<file path="src/shared/rww_prot_map.svh">
`ifndef FLASH_PROT_MAP_SVH
`define FLASH_PROT_MAP_SVH
// register byte addresses on the ahb-lite slave
`define CTRL_OFS 8'h00
`define STAT_OFS 8'h04
`define LOCK_OFS 8'h08
`define FUSE_OFS 8'h0c
`define PROG_OFS 8'h10
// control register fields
`define CTRL_START_BIT 0
`define CTRL_ERASE_BIT 1
`define CTRL_REEN_BIT 2
`define CTRL_LOAD_BIT 3
// lock register fields (1 = unprogrammed)
`define LOCK_APP_WP_BIT 0
`define LOCK_APP_RP_BIT 1
`define LOCK_BOOT_WP_BIT 2
`define LOCK_BOOT_RP_BIT 3
`define LOCK_RESET 4'hf
// status register fields
`define STAT_BUSY_BIT 0
`define STAT_HALT_BIT 1
`define STAT_REFUSED_BIT 2
`define STAT_PROG_BIT 3
// fuse reset value and programming time
`define FUSE_RESET 2'h0
`define PROG_TIME_NS 1000
`define CLK_PERIOD_NS 20
`define PROG_CYCLES (`PROG_TIME_NS / `CLK_PERIOD_NS)
`endif

</file>
<file path="src/shared/rww_prot_pkg.sv">
package flash_prot_pkg;
  typedef enum logic [2:0] {
    ST_IDLE = 3'b001,
    ST_PROG_CONC = 3'b010,
    ST_PROG_HALT = 3'b100
  } prog_state_t;
endpackage
</file>
<file path="src/core/boot_flash_rww_protection.sv">
// Implementation choices: the address map and register access over AHB-Lite.
`timescale 1ns/100ps
`default_nettype none
`include "rww_prot_map.svh"

// program flash guard: decides whether self-programming may start, whether
// the core is held while a page is erased or written, and whether a
// load-program access may see the other section
// register bus: ahb-lite, zero wait states, one aligned word per register
// ctrl: bit2 re-enable after completion, bit3 page-buffer load, both clear busy
// stat: bit0 busy, bit1 halt, bit2 refused, bit3 programming
// lock: bits only fall through the bus; a write ands into the stored value
// fuse: two boot-size bits; each step moves the boundary down one block
// prog: writing a target word address starts an erase/write cycle
// hazard: the target comes from the data phase, so the halt decision uses
// the page address rather than where the core happens to execute
// limitation: erase and write share one duration; the sequencer does not
// tell them apart, real flash timing lives elsewhere
// trade-off: lpm_allow and irq_block are registered, so they lag the core
// by one cycle; a caller waits one cycle for the answer

// Contract
// - store-program from application section never starts programming.
// - store-program from boot loader may target any flash address.
// - boot-size fuses set the application/boot loader boundary.
// - fixed concurrent and no-concurrent sections; boot loader lies in latter.
// - concurrent-section programming keeps core running.
// - no-concurrent-section programming halts core for whole operation.
// - halt decision comes from target page address only.
// - busy flag reads one while concurrent section is blocked.
// - lock bits only programmed by software; cleared by chip erase only; srst here also restores them.
// - general write lock does not affect store-program.
// - general read/write lock does not affect load or store program.
// - application mode 1 places no restriction on application access.
// - application write-protect bit zero blocks writes to application.
// - application read-protect zero blocks boot loader reads of application.
// - app modes 3/4, vectors in boot: interrupts off in application.
// - boot mode 1 places no restriction on boot loader access.
// - boot write-protect bit zero blocks writes to boot loader.
// - boot read-protect zero blocks application reads of boot loader.
// - boot modes 3/4, vectors in app: interrupts off in boot loader.
// - busy flag clears on re-enable after completion or page-buffer load.
module boot_flash_rww_protection
  import flash_prot_pkg::*;
#(
  parameter int ADDR_W = 15,            // word address width
  parameter logic [14:0] NOCONC_START = 15'h3800, // first no-concurrent word
  parameter logic [14:0] BOOT_BASE = 15'h3f00,  // smallest boot section
  parameter logic [14:0] BOOT_STEP = 15'h0100,  // boot size step
  parameter int PROG_CYC = `PROG_CYCLES // erase/write duration in cycles
) (
  input wire logic sys_clk,             // core clock
  input wire logic srst,                // synchronous reset, active high
  input wire logic hsel,                // ahb-lite select
  input wire logic [31:0] haddr,        // ahb-lite address
  input wire logic [1:0] htrans,        // ahb-lite transfer type
  input wire logic hwrite,              // ahb-lite write
  input wire logic [2:0] hsize,         // ahb-lite size
  input wire logic [31:0] hwdata,       // ahb-lite write data
  input wire logic hready,              // ahb-lite bus ready
  output logic [31:0] hrdata,           // ahb-lite read data
  output logic hreadyout,               // ahb-lite slave ready
  output logic hresp,                   // ahb-lite response, always okay
  input wire logic [ADDR_W-1:0] pc,     // executing word address
  input wire logic lpm_req,             // load-program request
  input wire logic [ADDR_W-1:0] lpm_addr, // load-program word address
  input wire logic vec_in_boot,         // interrupt vectors in boot section
  input wire logic chip_erase,          // chip erase pulse from programmer
  output logic lpm_allow,               // load-program allowed
  output logic core_halt,               // core held during programming
  output logic irq_block,               // interrupts disabled
  output logic concurrent_section_busy_flag // concurrent section blocked
);

  typedef struct packed {
    prog_state_t st;
    logic [15:0] cnt;
    logic [ADDR_W-1:0] target;
    logic [3:0] locks;
    logic [1:0] boot_size_fuses;
    logic busy;
    logic refused;
    logic lpm_allow;
    logic irq_block;
    logic halt;
    logic ph_wr;
    logic ph_rd;
    logic [7:0] ph_addr;
    logic [31:0] rdata;
    logic bus_ready;
    logic bus_err;
    logic [15:0] halt_run;
  } state_t;

  state_t s_reg, s_next;
  logic [ADDR_W-1:0] boot_start;
  logic pc_in_boot, tgt_in_boot, tgt_in_noconc, lpm_in_boot;
  logic app_mode34, boot_mode34, wr_ok, start_cmd, addr_ok;

  // section boundaries from the fuses
  always_comb begin
    boot_start = BOOT_BASE - ADDR_W'(s_reg.boot_size_fuses) * BOOT_STEP;
    pc_in_boot = (pc >= boot_start);
    tgt_in_boot = (hwdata[ADDR_W-1:0] >= boot_start);
    tgt_in_noconc = (hwdata[ADDR_W-1:0] >= NOCONC_START);
    lpm_in_boot = (lpm_addr >= boot_start);
    app_mode34 = !s_reg.locks[`LOCK_APP_RP_BIT];
    boot_mode34 = !s_reg.locks[`LOCK_BOOT_RP_BIT];
  end

  // write permission: only the write-protect bit of the target's section matters, general locks unused
  always_comb begin
    if (tgt_in_boot) begin
      wr_ok = s_reg.locks[`LOCK_BOOT_WP_BIT];
    end else begin
      wr_ok = s_reg.locks[`LOCK_APP_WP_BIT];
    end
  end

  assign addr_ok = (s_reg.ph_addr[1:0] == 2'h0);
  assign start_cmd = s_reg.ph_wr && addr_ok && s_reg.ph_addr == `PROG_OFS;

  // next state: bus, programming sequencer, access checks
  always_comb begin
    s_next = s_reg;
    s_next.ph_wr = hsel && hready && htrans[1] && hwrite;
    s_next.ph_rd = hsel && hready && htrans[1] && !hwrite;
    if (hsel && hready && htrans[1]) begin
      s_next.ph_addr = haddr[7:0];
    end
    // control writes
    if (s_reg.ph_wr && s_reg.ph_addr == `CTRL_OFS) begin
      if (hwdata[`CTRL_REEN_BIT] && s_reg.st == ST_IDLE) begin
        s_next.busy = 1'b0;
      end
      if (hwdata[`CTRL_LOAD_BIT]) begin
        s_next.busy = 1'b0;
      end
    end
    // locks only drop to zero by software; only chip erase or srst restores ones
    if (s_reg.ph_wr && s_reg.ph_addr == `LOCK_OFS) begin
      s_next.locks = s_reg.locks & hwdata[3:0];
    end
    if (s_reg.ph_wr && s_reg.ph_addr == `FUSE_OFS) begin
      s_next.boot_size_fuses = hwdata[1:0];
    end
    case (s_reg.st)
      ST_IDLE: begin
        if (start_cmd) begin
          if (pc_in_boot && wr_ok) begin
            s_next.refused = 1'b0;
            s_next.target = hwdata[ADDR_W-1:0];
            s_next.cnt = 16'(PROG_CYC);
            if (tgt_in_noconc) begin
              s_next.st = ST_PROG_HALT;
              s_next.halt = 1'b1;
            end else begin
              s_next.st = ST_PROG_CONC;
              s_next.busy = 1'b1;
            end
          end else begin
            s_next.refused = 1'b1;
          end
        end
      end
      ST_PROG_CONC, ST_PROG_HALT: begin
        s_next.cnt = s_reg.cnt - 16'h0001;
        if (s_reg.cnt == 16'h0001) begin
          s_next.st = ST_IDLE;
          s_next.halt = 1'b0;
        end
      end
      default: s_next.st = ST_IDLE;
    endcase
    if (chip_erase) begin
      s_next.locks = `LOCK_RESET;
    end
    // load-program permission, checked against lock modes
    s_next.lpm_allow = 1'b1;
    if (lpm_req) begin
      if (pc_in_boot && !lpm_in_boot && app_mode34) begin
        s_next.lpm_allow = 1'b0;
      end
      if (!pc_in_boot && lpm_in_boot && boot_mode34) begin
        s_next.lpm_allow = 1'b0;
      end
    end
    // interrupt blocking when the executing section is read-protected and the vectors sit in the other section
    s_next.irq_block = (app_mode34 && vec_in_boot && !pc_in_boot)
      || (boot_mode34 && !vec_in_boot && pc_in_boot);
    // read data for the next data phase
    s_next.rdata = 32'h0;
    case (haddr[7:0])
      `CTRL_OFS: s_next.rdata = 32'h0;
      `STAT_OFS: s_next.rdata = {28'h0, s_reg.st != ST_IDLE, s_reg.refused,
        s_reg.halt, s_reg.busy};
      `LOCK_OFS: s_next.rdata = {28'h0, s_reg.locks};
      `FUSE_OFS: s_next.rdata = {30'h0, s_reg.boot_size_fuses};
      `PROG_OFS: s_next.rdata = 32'(s_reg.target);
      default: s_next.rdata = 32'h0;
    endcase
    // bus handshake outputs kept in flops so every output is registered
    s_next.bus_ready = 1'b1;
    s_next.bus_err = 1'b0;
    // length of the current halt, only read by the duration check
    s_next.halt_run = s_reg.halt ? s_reg.halt_run + 16'h0001 : 16'h0000;
    if (srst) begin
      s_next = '0;
      s_next.st = ST_IDLE;
      s_next.locks = `LOCK_RESET;
      s_next.boot_size_fuses = `FUSE_RESET;
      s_next.lpm_allow = 1'b1;
      s_next.bus_ready = 1'b1;
    end
  end

  // single state register
  always_ff @(posedge sys_clk) begin
    s_next_q: s_reg <= s_next;
  end

  assign hrdata = s_reg.rdata;
  assign hreadyout = s_reg.bus_ready; // zero wait states keep the bus simple
  assign hresp = s_reg.bus_err;
  assign lpm_allow = s_reg.lpm_allow;
  assign core_halt = s_reg.halt;
  assign irq_block = s_reg.irq_block;
  assign concurrent_section_busy_flag = s_reg.busy;

  // checks on the programming sequencer
  halt_on_noconc_a: assert property (
    @(posedge sys_clk) disable iff (srst)
    (s_reg.st == ST_PROG_HALT) |->
    s_reg.halt)
    else $error("core not halted during no-concurrent programming");
  no_halt_conc_a: assert property (
    @(posedge sys_clk) disable iff (srst)
    (s_reg.st == ST_PROG_CONC) |->
    !s_reg.halt)
    else $error("core halted during concurrent programming");
  busy_conc_a: assert property (
    @(posedge sys_clk) disable iff (srst)
    (s_reg.st == ST_PROG_CONC) |->
    s_reg.busy)
    else $error("busy flag low while concurrent section programmed");
  idle_no_halt_a: assert property (
    @(posedge sys_clk) disable iff (srst)
    (s_reg.st == ST_IDLE) |->
    !s_reg.halt)
    else $error("core held with no programming running");
  halt_len_a: assert property (
    @(posedge sys_clk) disable iff (srst)
    $fell(s_reg.halt) |->
    (s_reg.halt_run == 16'(PROG_CYC)))
    else $error("halt did not cover the whole operation");
  prog_len_a: assert property (
    @(posedge sys_clk) disable iff (srst)
    ($rose(s_reg.halt)) |->
    s_reg.halt [*8])
    else $error("halt ended early");

  // start decisions: executing section, lock bits, target section
  app_refuse_a: assert property (
    @(posedge sys_clk) disable iff (srst)
    (start_cmd && s_reg.st == ST_IDLE && !pc_in_boot) |=>
    (s_reg.st == ST_IDLE && s_reg.refused))
    else $error("programming started from application section");
  boot_start_a: assert property (
    @(posedge sys_clk) disable iff (srst)
    (start_cmd && s_reg.st == ST_IDLE && pc_in_boot && wr_ok) |=>
    (s_reg.st != ST_IDLE))
    else $error("allowed programming from boot loader not started");
  halt_start_a: assert property (
    @(posedge sys_clk) disable iff (srst)
    (start_cmd && s_reg.st == ST_IDLE && pc_in_boot && wr_ok &&
    tgt_in_noconc) |=> (s_reg.halt && s_reg.st == ST_PROG_HALT))
    else $error("no-concurrent target did not halt the core");
  conc_start_a: assert property (
    @(posedge sys_clk) disable iff (srst)
    (start_cmd && s_reg.st == ST_IDLE && pc_in_boot && wr_ok &&
    !tgt_in_noconc) |=> (s_reg.busy && !s_reg.halt))
    else $error("concurrent target did not run concurrently");
  halt_target_a: assert property (
    @(posedge sys_clk) disable iff (srst)
    (s_reg.st == ST_PROG_HALT) |->
    (s_reg.target >= NOCONC_START))
    else $error("halt chosen for a concurrent-section page");
  conc_target_a: assert property (
    @(posedge sys_clk) disable iff (srst)
    (s_reg.st == ST_PROG_CONC) |->
    (s_reg.target < NOCONC_START))
    else $error("concurrent run chosen for a no-concurrent page");
  app_wp_a: assert property (
    @(posedge sys_clk) disable iff (srst)
    (start_cmd && s_reg.st == ST_IDLE && !tgt_in_boot &&
    !s_reg.locks[`LOCK_APP_WP_BIT]) |=> s_reg.st == ST_IDLE)
    else $error("write to protected application section started");
  boot_wp_a: assert property (
    @(posedge sys_clk) disable iff (srst)
    (start_cmd && s_reg.st == ST_IDLE && tgt_in_boot &&
    !s_reg.locks[`LOCK_BOOT_WP_BIT]) |=> s_reg.st == ST_IDLE)
    else $error("write to protected boot section started");

  // section layout
  boot_in_noconc_a: assert property (
    @(posedge sys_clk) disable iff (srst)
    1'b1 |->
    (boot_start >= NOCONC_START))
    else $error("boot loader reaches into the concurrent section");
  fuse_load_a: assert property (
    @(posedge sys_clk) disable iff (srst)
    (s_reg.ph_wr && s_reg.ph_addr == `FUSE_OFS) |=>
    (s_reg.boot_size_fuses == $past(hwdata[1:0])))
    else $error("boot size setting not taken");

  // load-program and interrupt gating
  app_rp_a: assert property (
    @(posedge sys_clk) disable iff (srst)
    (lpm_req && pc_in_boot && !lpm_in_boot && app_mode34) |=>
    !lpm_allow)
    else $error("boot read of protected application allowed");
  boot_rp_a: assert property (
    @(posedge sys_clk) disable iff (srst)
    (lpm_req && !pc_in_boot && lpm_in_boot && boot_mode34) |=>
    !lpm_allow)
    else $error("application read of protected boot allowed");
  lpm_free_a: assert property (
    @(posedge sys_clk) disable iff (srst)
    (lpm_req && !app_mode34 && !boot_mode34) |=>
    lpm_allow)
    else $error("load refused with no read protection");
  irq_app_a: assert property (
    @(posedge sys_clk) disable iff (srst)
    (app_mode34 && vec_in_boot && !pc_in_boot) |=>
    irq_block)
    else $error("interrupts left on in application section");
  irq_boot_a: assert property (
    @(posedge sys_clk) disable iff (srst)
    (boot_mode34 && !vec_in_boot && pc_in_boot) |=>
    irq_block)
    else $error("interrupts left on in boot loader section");
  irq_free_a: assert property (
    @(posedge sys_clk) disable iff (srst)
    (!app_mode34 && !boot_mode34) |=>
    !irq_block)
    else $error("interrupts blocked with no read protection");

  // busy flag release and lock bits
  reen_clear_a: assert property (
    @(posedge sys_clk) disable iff (srst)
    (s_reg.ph_wr && s_reg.ph_addr == `CTRL_OFS &&
    hwdata[`CTRL_REEN_BIT] && s_reg.st == ST_IDLE) |=> !s_reg.busy)
    else $error("re-enable after completion left busy set");
  load_clear_a: assert property (
    @(posedge sys_clk) disable iff (srst)
    (s_reg.ph_wr && s_reg.ph_addr == `CTRL_OFS &&
    hwdata[`CTRL_LOAD_BIT]) |=> !s_reg.busy)
    else $error("page-buffer load left busy set");
  reen_early_a: assert property (
    @(posedge sys_clk) disable iff (srst)
    (s_reg.ph_wr && s_reg.ph_addr == `CTRL_OFS && s_reg.busy &&
    !hwdata[`CTRL_LOAD_BIT] && s_reg.st != ST_IDLE) |=> s_reg.busy)
    else $error("busy cleared while programming still running");
  lock_sticky_a: assert property (
    @(posedge sys_clk) disable iff (srst)
    (!chip_erase) |=>
    ((s_reg.locks & ~$past(s_reg.locks)) == 4'h0))
    else $error("lock bit returned to one without chip erase");
  erase_restore_a: assert property (
    @(posedge sys_clk) disable iff (srst)
    chip_erase |=>
    (s_reg.locks == `LOCK_RESET))
    else $error("chip erase did not restore lock bits");

endmodule
`default_nettype wire

</file>
<file path="config.mk">
export PLATFORM = sky130hd
export DESIGN_NAME = boot_flash_rww_protection
export DESIGN_NICKNAME = d
export VERILOG_FILES = /design/src/shared/rww_prot_pkg.sv /design/src/core/boot_flash_rww_protection.sv
export VERILOG_INCLUDE_DIRS = /design/src /design/src/shared
export SDC_FILE = /design/constraint.sdc
export NUM_CORES = 1
export LEC_CHECK = 0
export CAP_MARGIN = 10
export CORE_ASPECT_RATIO = 1.75
export CORE_MARGIN = 2
export CORE_UTILIZATION = 60
export DETAILED_ROUTE_END_ITERATION = 6
export DONT_BUFFER_PORTS = 1
export PLACE_DENSITY = 0.76
export SLEW_MARGIN = 10
export SYNTH_ARGS = -nofsm -noshare
export SYNTH_HDL_FRONTEND = slang
export SYNTH_SLANG_ARGS = --single-unit
</file>
<file path="constraint.sdc">
create_clock -name sys_clk -period 4 [get_ports sys_clk]
set_clock_uncertainty 0.1 [all_clocks]
set_input_delay 0.4 -clock sys_clk [delete_from_list [all_inputs] [get_ports sys_clk]]
set_output_delay 0.4 -clock sys_clk [all_outputs]
set_load 0.05 [all_outputs]
</file>
==> impl_metrics.toml, run 1 <==
[critical_path]
worst-setup-path-type = "flip-flop to flip-flop"
critPathCaptureType = "flip-flop"
reg2regPathDepth = 8
crit_fanout = 28
crit_arrival_ns = 2.81
start_kind = "flip-flop"
required_ns = 4.11

[sta]
period_minus_slack_ns = 2.70
worst_slew_pin_slew_ns = 1.21
hold_viol_final = 0
max_freq_mhz = 371
rsz0062_at_grt = "false"
report.final.slew_viol_count = 0
tns_ns = 0
fin_crit_sh_pct = 67.4
setup_viol = 0
relSlewSlack_pct = 19.2

[synthesis]
netlist_top_cells_area = "dfxtp_1 (38%), buf_4 (7.2%), nand2_1 (6.2%)"
async_reset_ff_share_pct = 0
yosysMostFrequentCell = "dfxtp_1"
yosys.area.top_type = "dfxtp_1"
ys_ff_latch = 69
yosys_warnings = 0
synth_cell_types = 67
seq_area_frac_synth_pct = 37.9
synth_top_area_share_pct = 37.9
ys.flop_type = "dfxtp_1"
syn_area_um2 = 3640
synth_edf_count = 0
synth.top_cells.by_count = "dfxtp_1 (69), nand2_1 (60), buf_4 (35), nor2_1 (32), mux2i_1 (19)"
synthCells = 428
avgSynthCellArea_um2 = 8.51

[clock_tree]
clock-root-buffer = "clkbuf_8"
hold_buffers = 0
cts_buffers = 9
htree_num_levels = 3
postCtsSetupBuffers = 0
path_clk_slew_ns = 0.08
cts_resized = 0
cts_tree = "done"
cts.path.max_buffers = 2
cts_sinks = 69
insertion_delay_ns = 0.35

[die]
start_util_pct = 61.9
rows = 37
core_um2 = 5880
dieArea_um2 = 6730
die_y_um = 107
io_pins = 145
fp.dieW_um = 62.9

[grt]
grt_pass1_vias = 2797
grt.total_usage_pct = 24.5
grt_max_degree = 47
grt-ovfl-total = 0
antenna_found_initial = 0
grt_pass1_wl_um = 12900

[min_path]
min_delay_path_depth = 1
hold_class = "input pin to flip-flop"

[cells_and_area]
synthToLayoutAreaGrowth_pct = 2.65
diodes = 0
drive_gt1_share_pct = 7.30
largest_reg_flops = 50
fillers = 534
post-route-util_pct = 63.6
nNetsFinal = 521

[route]
dr_total_vias = 2958
drc = 0
firstDrtPassIters = 4
wl_per_cell_um = 16.4
ant_nets = 0
postRouteWirelength_um = 8000
drtIter0Drc = 109
viasPerCell = 6.05

[power_and_ir_drop]
pwr-share-comb_pct = 5.6
irDropWorstVdd_uv = 312
seq_power_share_pct = 45.4
leakage_nw = 1.43
intPower_mw = 1.18
p_per_area_nw_per_um2 = 408
switchingPower_uw = 343
switching_share_pct = 22.5
power.share.clock_pct = 49.1

[place]
place_congestion = 0.884
dp_hpwl_um = 5800
portBuffers = 0

[run_status]
outcome = "completed"

[job]
max_cap_viol_count = 0
==> kinds of logic (layout without fill, tap and decap cells) <==
| family | Yosys count | after routing | synth area share, % |
|---|---|---|---|
| simple gates | 188 | 188 | 27.8 |
| compound gates | 74 | 74 | 14.8 |
| flops | 69 | 69 | 37.9 |
| buf+inv | 66 | 32 | 10.8 |
| mux | 19 | 19 | 5.22 |
| fa+ha+maj | 8 | 8 | 2.75 |
| other cells | 2 | 19 | 0.206 |
| xor+xnor | 2 | 2 | 0.481 |
==> final timing paths <==
check / from / endpoint / slack (ns)
hold reg to reg: s_reg[82] / s_reg[82] / 0.35
hold / removal: srst / irq_block / 0.01
setup / recovery: s_reg[65] / s_reg[89] / 1.30
setup reg to reg: s_reg[65] / s_reg[89] / 1.30
==> power by group through the flow <==
stage / registers, mW / clock network, mW / logic [mW]
floorplan: 0.707 / 0 / 0.0965
global placement: 0.708 / 0 / 0.0822
detailed placement: 0.708 / 0 / 0.0842
CTS: 0.692 / 0.755 / 0.0847
global route: 0.692 / 0.788 / 0.0917
finish: 0.692 / 0.748 / 0.0851
==> critical path, cell delays in order, from the launching register on <==
cell and delay [ns]:
dfxtp_1 0.38, inv_1 0.11, ha_1 0.28, nor4bb_1 0.28, a311o_1 0.24, a21oi_2 0.13, nor4_4 0.42, buf_4 0.45
o32ai_1 0.17
==> cells in the final DEF (no fill, tap or decap), types with 11 or more instances in the layout <==
| cell type | n |
|---|---|
| nor2_1 | 32 |
| and2_1 | 11 |
| conb_1 | 19 |
| nor2b_1 | 11 |
| mux2i_1 | 19 |
| nand2_1 | 60 |
| dfxtp_1 | 69 |
| a21oi_1 | 15 |
| inv_1 | 13 |
==> metrics by stage <==
stage               power, mW  instances  setup WS, ns  cell area [µm²]  hold WS (ns)
CTS                      1.53        489          1.30             3740       0.00623
global placement        0.790        473          1.38             3480         0.336
floorplan               0.804        445          1.85             3700         0.330
detailed placement      0.792        473          1.29             3480         0.343
global route             1.57        489          1.14             3740       0.00257
finish                   1.53        489          1.30             3740        0.0115
==> per-layer routing <==
metal / up-vias / global-route usage, % / part of all wire [%]
met3: 22 / 5.25 / 5.5
met2: 114 / 44.8 / 54
li1: 1425 / - / -
met1: 1397 / 25.5 / 37
met5: - / 0 / 0
met4: 0 / 13.5 / 3.5
==> cell type report <==
cell class | instances | area (µm²) | share of cell area (%)
well taps | 78 | 97.6 | 2.61
inverters | 14 | 52.6 | 1.41
flip-flops and latches | 69 | 1380 | 37.0
clock inverters | 7 | 138 | 3.68
repair buffers | 2 | 15.0 | 0.402
multi-input cells | 310 | 1930 | 51.6
clock buffers | 9 | 124 | 3.31
(Power assumes the default switching activity.)
==> run 2: changes to the inputs <==
--- a/config.mk
+++ b/config.mk
@@ -6,13 +6,14 @@
 export SDC_FILE = /design/constraint.sdc
 export NUM_CORES = 1
 export LEC_CHECK = 0
+export ABC_AREA = 1
 export CAP_MARGIN = 10
 export CORE_ASPECT_RATIO = 1.75
 export CORE_MARGIN = 2
-export CORE_UTILIZATION = 60
+export CORE_UTILIZATION = 57
 export DETAILED_ROUTE_END_ITERATION = 6
 export DONT_BUFFER_PORTS = 1
-export PLACE_DENSITY = 0.76
+export PLACE_DENSITY = 0.75
 export SLEW_MARGIN = 10
 export SYNTH_ARGS = -nofsm -noshare
 export SYNTH_HDL_FRONTEND = slang
==> constraint.sdc (replaced) <==
create_clock -name sys_clk -period 2.22 [get_ports sys_clk]
set_clock_uncertainty 0.1 [all_clocks]
set_input_delay 0.222 -clock sys_clk [delete_from_list [all_inputs] [get_ports sys_clk]]
set_output_delay 0.222 -clock sys_clk [all_outputs]
set_load 0.05 [all_outputs]
==> run 2 against run 1 <==
Effect of this change: final area increased by 8.7%; via count increased by 15%; first-iteration DRC count increased by 34%; synthesized cell count increased by 25%; count of clock-buffer cells in the layout increased by 1; largest power group is now registers.
==> impl_metrics.toml, run 2 <==
[synthesis]
yosys_warnings = 0
synth.top_cells.by_count = "nand2_1 (128), dfxtp_1 (69), nor2_1 (65), inv_1 (58), a21oi_1 (43)"
netlist_top_cells_area = "dfxtp_1 (38%), nand2_1 (13%), buf_4 (7.2%)"
ys_ff_latch = 69
seq_area_frac_synth_pct = 37.8
synth_cell_types = 36
synth_top_area_share_pct = 37.8
ys.flop_type = "dfxtp_1"
synthCells = 534
avgSynthCellArea_um2 = 6.83
yosysMostFrequentCell = "nand2_1"
synth_edf_count = 0
syn_area_um2 = 3650
yosys.area.top_type = "dfxtp_1"
async_reset_ff_share_pct = 0

[clock_tree]
cts_tree = "done"
insertion_delay_ns = 0.36
cts_sinks = 69
cts_buffers = 9
clock-root-buffer = "clkbuf_8"
path_clk_slew_ns = 0.08
cts.path.max_buffers = 2
htree_num_levels = 3

[die]
die_y_um = 110
core_um2 = 6180
start_util_pct = 59.0
fp.dieW_um = 64.5
rows = 38
io_pins = 145
dieArea_um2 = 7080

[sta]
period_minus_slack_ns = 2.05
max_freq_mhz = 488
setup_slack_ns = 0.171
fin_hold_ws_ns = 0.0239
relSlewSlack_pct = 61.4
hold_viol_final = 0
setup_viol = 0
fin_crit_sh_pct = 92.3
report.final.slew_viol_count = 0
worst_slew_pin_slew_ns = 0.575
tns_ns = 0

[place]
place_congestion = 0.870
dp_slack_ns = 0.151
dp_hpwl_um = 5980
portBuffers = 0

[grt]
grt.total_usage_pct = 25.1
grt-busiest-layer = "met2"
antenna_found_initial = 0
grt_pass1_vias = 3160
grt_max_degree = 33
met1_usage_pct = 23.7
grt_pass1_wl_um = 13600
use_met3_pct = 7.16
grtUsageMet2_pct = 48.0
grt-ovfl-total = 0

[critical_path]
critPathCaptureType = "flip-flop"
cp_cell_sequence = "inv_1 > ha_1 > nand4_1 > nor2_1 > nand2_1 > nand2_1 > nand2_2 > nand4_2 > buf_4 > nand2_1 > o21ai_0 > inv_1"
crit_arrival_ns = 2.19
crit_fanout = 15
cpMostUsedCell = "nand2_1"
start_kind = "flip-flop"
worst-setup-path-type = "flip-flop to flip-flop"
max_stage_delay_ns = 0.36
path_buf_inv = 3
required_ns = 2.37
cp_slowest_cell = "dfxtp_1"
r2r_setup_slack_ns = 0.17
critPathTopFamily = "simple AND/OR/NAND/NOR gates"

[job]
max_cap_viol_count = 0

[cells_and_area]
post-route-util_pct = 65.7
nNetsFinal = 664
drive_gt1_share_pct = 7.58
diodes = 0
synthToLayoutAreaGrowth_pct = 11.3
largest_reg_flops = 50
layout.cells.most_common = "nand2_1"
mostFrequentLayoutCells = "nand2_1 (128), dfxtp_1 (68), nor2_1 (65), inv_1 (58), a21oi_1 (43)"

[route]
firstDrtPassIters = 5
postRouteWirelength_um = 8550
drtIter0Drc = 146
viasPerCell = 5.37
wl_per_cell_um = 13.5
drc = 0
dr_total_vias = 3404
ant_nets = 0

[power_and_ir_drop]
leakage_nw = 1.75
total_power_mw = 2.73
irDropWorstVdd_uv = 569
p_per_area_nw_per_um2 = 672

[min_path]
hold_class = "input pin to flip-flop"

[run_status]
outcome = "completed"
-- run 2: final cells by class --
| type | instances | area [µm²] |
|---|---|---|
| Clock buffer | 10 | 128 |
| Sequential cell | 69 | 1380 |
| Multi-Input combinational cell | 375 | 1800 |
| Inverter | 59 | 221 |
| Timing Repair Buffer | 35 | 347 |
| Tap cell | 80 | 100 |
| Clock inverter | 6 | 86.3 |
| Fill cell | 557 | 2120 |
-- run 2: logic make-up (layout without fill, tap and decap cells) --
logic type	Yosys count	after routing	synth area share (%)
flip-flops	69	69	37.8
other	2	19	0.206
AO/OA/AOI/OAI	78	78	11.9
AND/OR/NAND/NOR	266	266	31.4
adder cells (fa/ha/maj)	8	8	2.74
XOR/XNOR	4	4	0.960
buffers and inverters	107	110	15.0
-- run 2: worst min-delay path: stages --
cell      delay (ns)
a21oi_1         0.03
nand2_1         0.05
nor2_1          0.03
o21bai_1        0.12
-- run 2: layer usage --
layer | part of all wire (%) | vias up
met1 | 35 | 1557
met3 | 7.2 | 19
met2 | 55 | 138
met4 | 2.9 | 0
met5 | 0 | -
li1 | - | 1690
-- run 2: worst paths after layout --
path	startpoint	to	cells past startpoint
worst max-delay path	s_reg[65]	s_reg[91]	12
worst min-delay path	lpm_addr[14]	lpm_allow	4
worst max register to register	s_reg[65]	s_reg[91]	12
worst min register to register	s_reg[82]	hrdata[11]	2
-- run 2: where the power goes --
part           internal, mW  leakage [nW]  switching (mW)  total, mW
combinational         0.109          1.08           0.229      0.338
sequential             1.26         0.558          0.0173       1.28
clock                 0.632         0.107           0.485       1.12
-- run 2: what timing repair did --
item / in CTS / in global routing
setup endpoints to repair: 0 / 17
endpoints found under the hold margin: 48 / 0
setup buffers: 0 / 2
gates resized for setup: 0 / 6
hold buffers: 28 / 0
-- run 2: stage by stage --
stage | instances | area, µm²
detailed placement | 588 | 3520
finish | 634 | 4060
floorplan | 551 | 3710
CTS | 632 | 4030
global route | 634 | 4060
global placement | 588 | 3520
==> run 3: changes to the inputs <==
==> constraint.sdc (replaced) <==
create_clock -name sys_clk -period 2.22 [get_ports sys_clk]
set_clock_uncertainty 0.1 [all_clocks]
set_input_delay 0.111 -clock sys_clk [delete_from_list [all_inputs] [get_ports sys_clk]]
set_output_delay 0.111 -clock sys_clk [all_outputs]
set_load 0.05 [all_outputs]
==> run 3 against run 2 <==
Effect of this change: core utilization up 0.47 points; sequential share of layout area fell by 0.21 points; final cell count grew 1.1%; critical endpoint is now s_reg[81]; largest cell class unchanged.
==> impl_metrics.toml, run 3 (synthesis results as in run 2) <==
[clock_tree]
cts_sinks = 69
cts_buffers = 9
path_clk_slew_ns = 0.08
insertion_delay_ns = 0.36
clock-root-buffer = "clkbuf_8"
cts.path.max_buffers = 2
cts_tree = "done"
htree_num_levels = 3

[sta]
worst_slew_pin_slew_ns = 0.588
hold_viol_final = 0
relSlewSlack_pct = 60.7
period_minus_slack_ns = 2.12
fin_hold_ws_ns = 0.0465
report.final.slew_viol_count = 0
fin_crit_sh_pct = 95.7
setup_slack_ns = 0.0952
setup_viol = 0
max_freq_mhz = 471

[route]
firstDrtPassIters = 5
viasPerCell = 5.43
postRouteWirelength_um = 8850
dr_total_vias = 3479
drtIter0Drc = 180
drc = 0
ant_nets = 0
wl_per_cell_um = 13.8

[cells_and_area]
synthToLayoutAreaGrowth_pct = 12.1
layoutNonFillerInstCount = 641
multi_input_area_um2 = 1800
area.sequential_um2 = 1380
largest_reg_flops = 50
mostFrequentLayoutCells = "nand2_1 (128), dfxtp_1 (67), nor2_1 (65), inv_1 (58), a21oi_1 (42)"
drive_gt1_share_pct = 8.38
fin_area_um2 = 4090
diodes = 0
fillers = 553
nNetsFinal = 671
layout.cells.most_common = "nand2_1"

[grt]
grt.total_usage_pct = 26.1
grt_max_degree = 33
grt_pass1_wl_um = 14200
grt-ovfl-total = 0
grt_pass1_vias = 3252
antenna_found_initial = 0

[critical_path]
crit_arrival_ns = 2.31
worst-setup-path-type = "flip-flop to flip-flop"
required_ns = 2.41
crit_fanout = 10
start_kind = "flip-flop"
critPathCaptureType = "flip-flop"

[place]
portBuffers = 0
placed_area_um2 = 3530
place_congestion = 0.871
dp_hpwl_um = 6070
dp_slack_ns = 0.158
dp.cells = 589

[die]
rows = 38
die_y_um = 110
fp.dieW_um = 64.5
start_util_pct = 59.0
io_pins = 145
dieArea_um2 = 7080
core_um2 = 6180

[power_and_ir_drop]
leakage_nw = 1.76
irDropWorstVdd_uv = 692
p_per_area_nw_per_um2 = 632
total_power_mw = 2.59

[min_path]
hold_class = "input pin to flip-flop"

[job]
max_cap_viol_count = 0

[run_status]
outcome = "completed"
-- run 3: cell count changes in the layout (fill, tap and decap cells not counted), moves of 2 or more --
cell / previous run / this run
dlygate4sd3_1: 27 / 30
bufinv_16: 2 / 0
buf_4: 6 / 11
clkinv_2: 2 / 0
clkbuf_8: 9 / 11
clkinvlp_4: 1 / 3
-- run 3: worst paths after layout --
path	from	to	slack (ns)	depth (start not counted)
max	s_reg[65]	s_reg[81]	0.1	11
min	haddr[2]	hrdata[1]	0.05	4
max reg2reg	s_reg[65]	s_reg[81]	0.1	11
min reg2reg	s_reg[83]	hrdata[12]	0.34	2
-- run 3: per-stage QoR --
stage / TNS [ns] / utilization [%]
after floorplan: 0 / -
after global placement: 0 / 57.1
after detailed placement: 0 / 57.1
after CTS: 0 / 65.3
after global routing: -0.0163 / 66.2
final: 0 / 66.2
-- run 3: what timing repair did --
action / CTS / global route
resized for setup: 0 / 6
setup buffers: 0 / 5
hold endpoints to repair: 48 / 0
hold buffers: 31 / 0
endpoints found under the setup margin: 0 / 19
-- run 3: layer usage --
| layer | part of all wire, % | vias up | global-route usage, % |
|---|---|---|---|
| li1 | - | 1709 | - |
| met1 | 36 | 1590 | 24.8 |
| met2 | 54 | 147 | 49.3 |
| met3 | 6.4 | 33 | 7.27 |
| met4 | 4.0 | 0 | 14.7 |
| met5 | 0 | - | 0 |
-- run 3: cell type report --
cell class                      count  area share, %
Inverter                           59           5.41
Clock buffer                       12           3.79
Timing Repair Buffer               42           9.84
Multi-Input combinational cell    375           43.9
Clock inverter                      4          0.764
Tap cell                           80           2.45
Sequential cell                    69           33.8
-- run 3: worst max-delay path: stages (launching register included) --
cell and delay (ns):
dfxtp_2 0.34, inv_1 0.08, ha_1 0.29, nand4_1 0.09
nor2_1 0.11, nand2_1 0.08, nand3_1 0.18, nand3_2 0.13
nor2_4 0.20, buf_4 0.20, nand2_1 0.09, a21oi_2 0.16
-- run 3: report_power, final --
group | internal (mW) | switching [mW]
registers | 1.26 | 0.0160
logic | 0.114 | 0.237
clock network | 0.470 | 0.489
total | 1.84 | 0.742
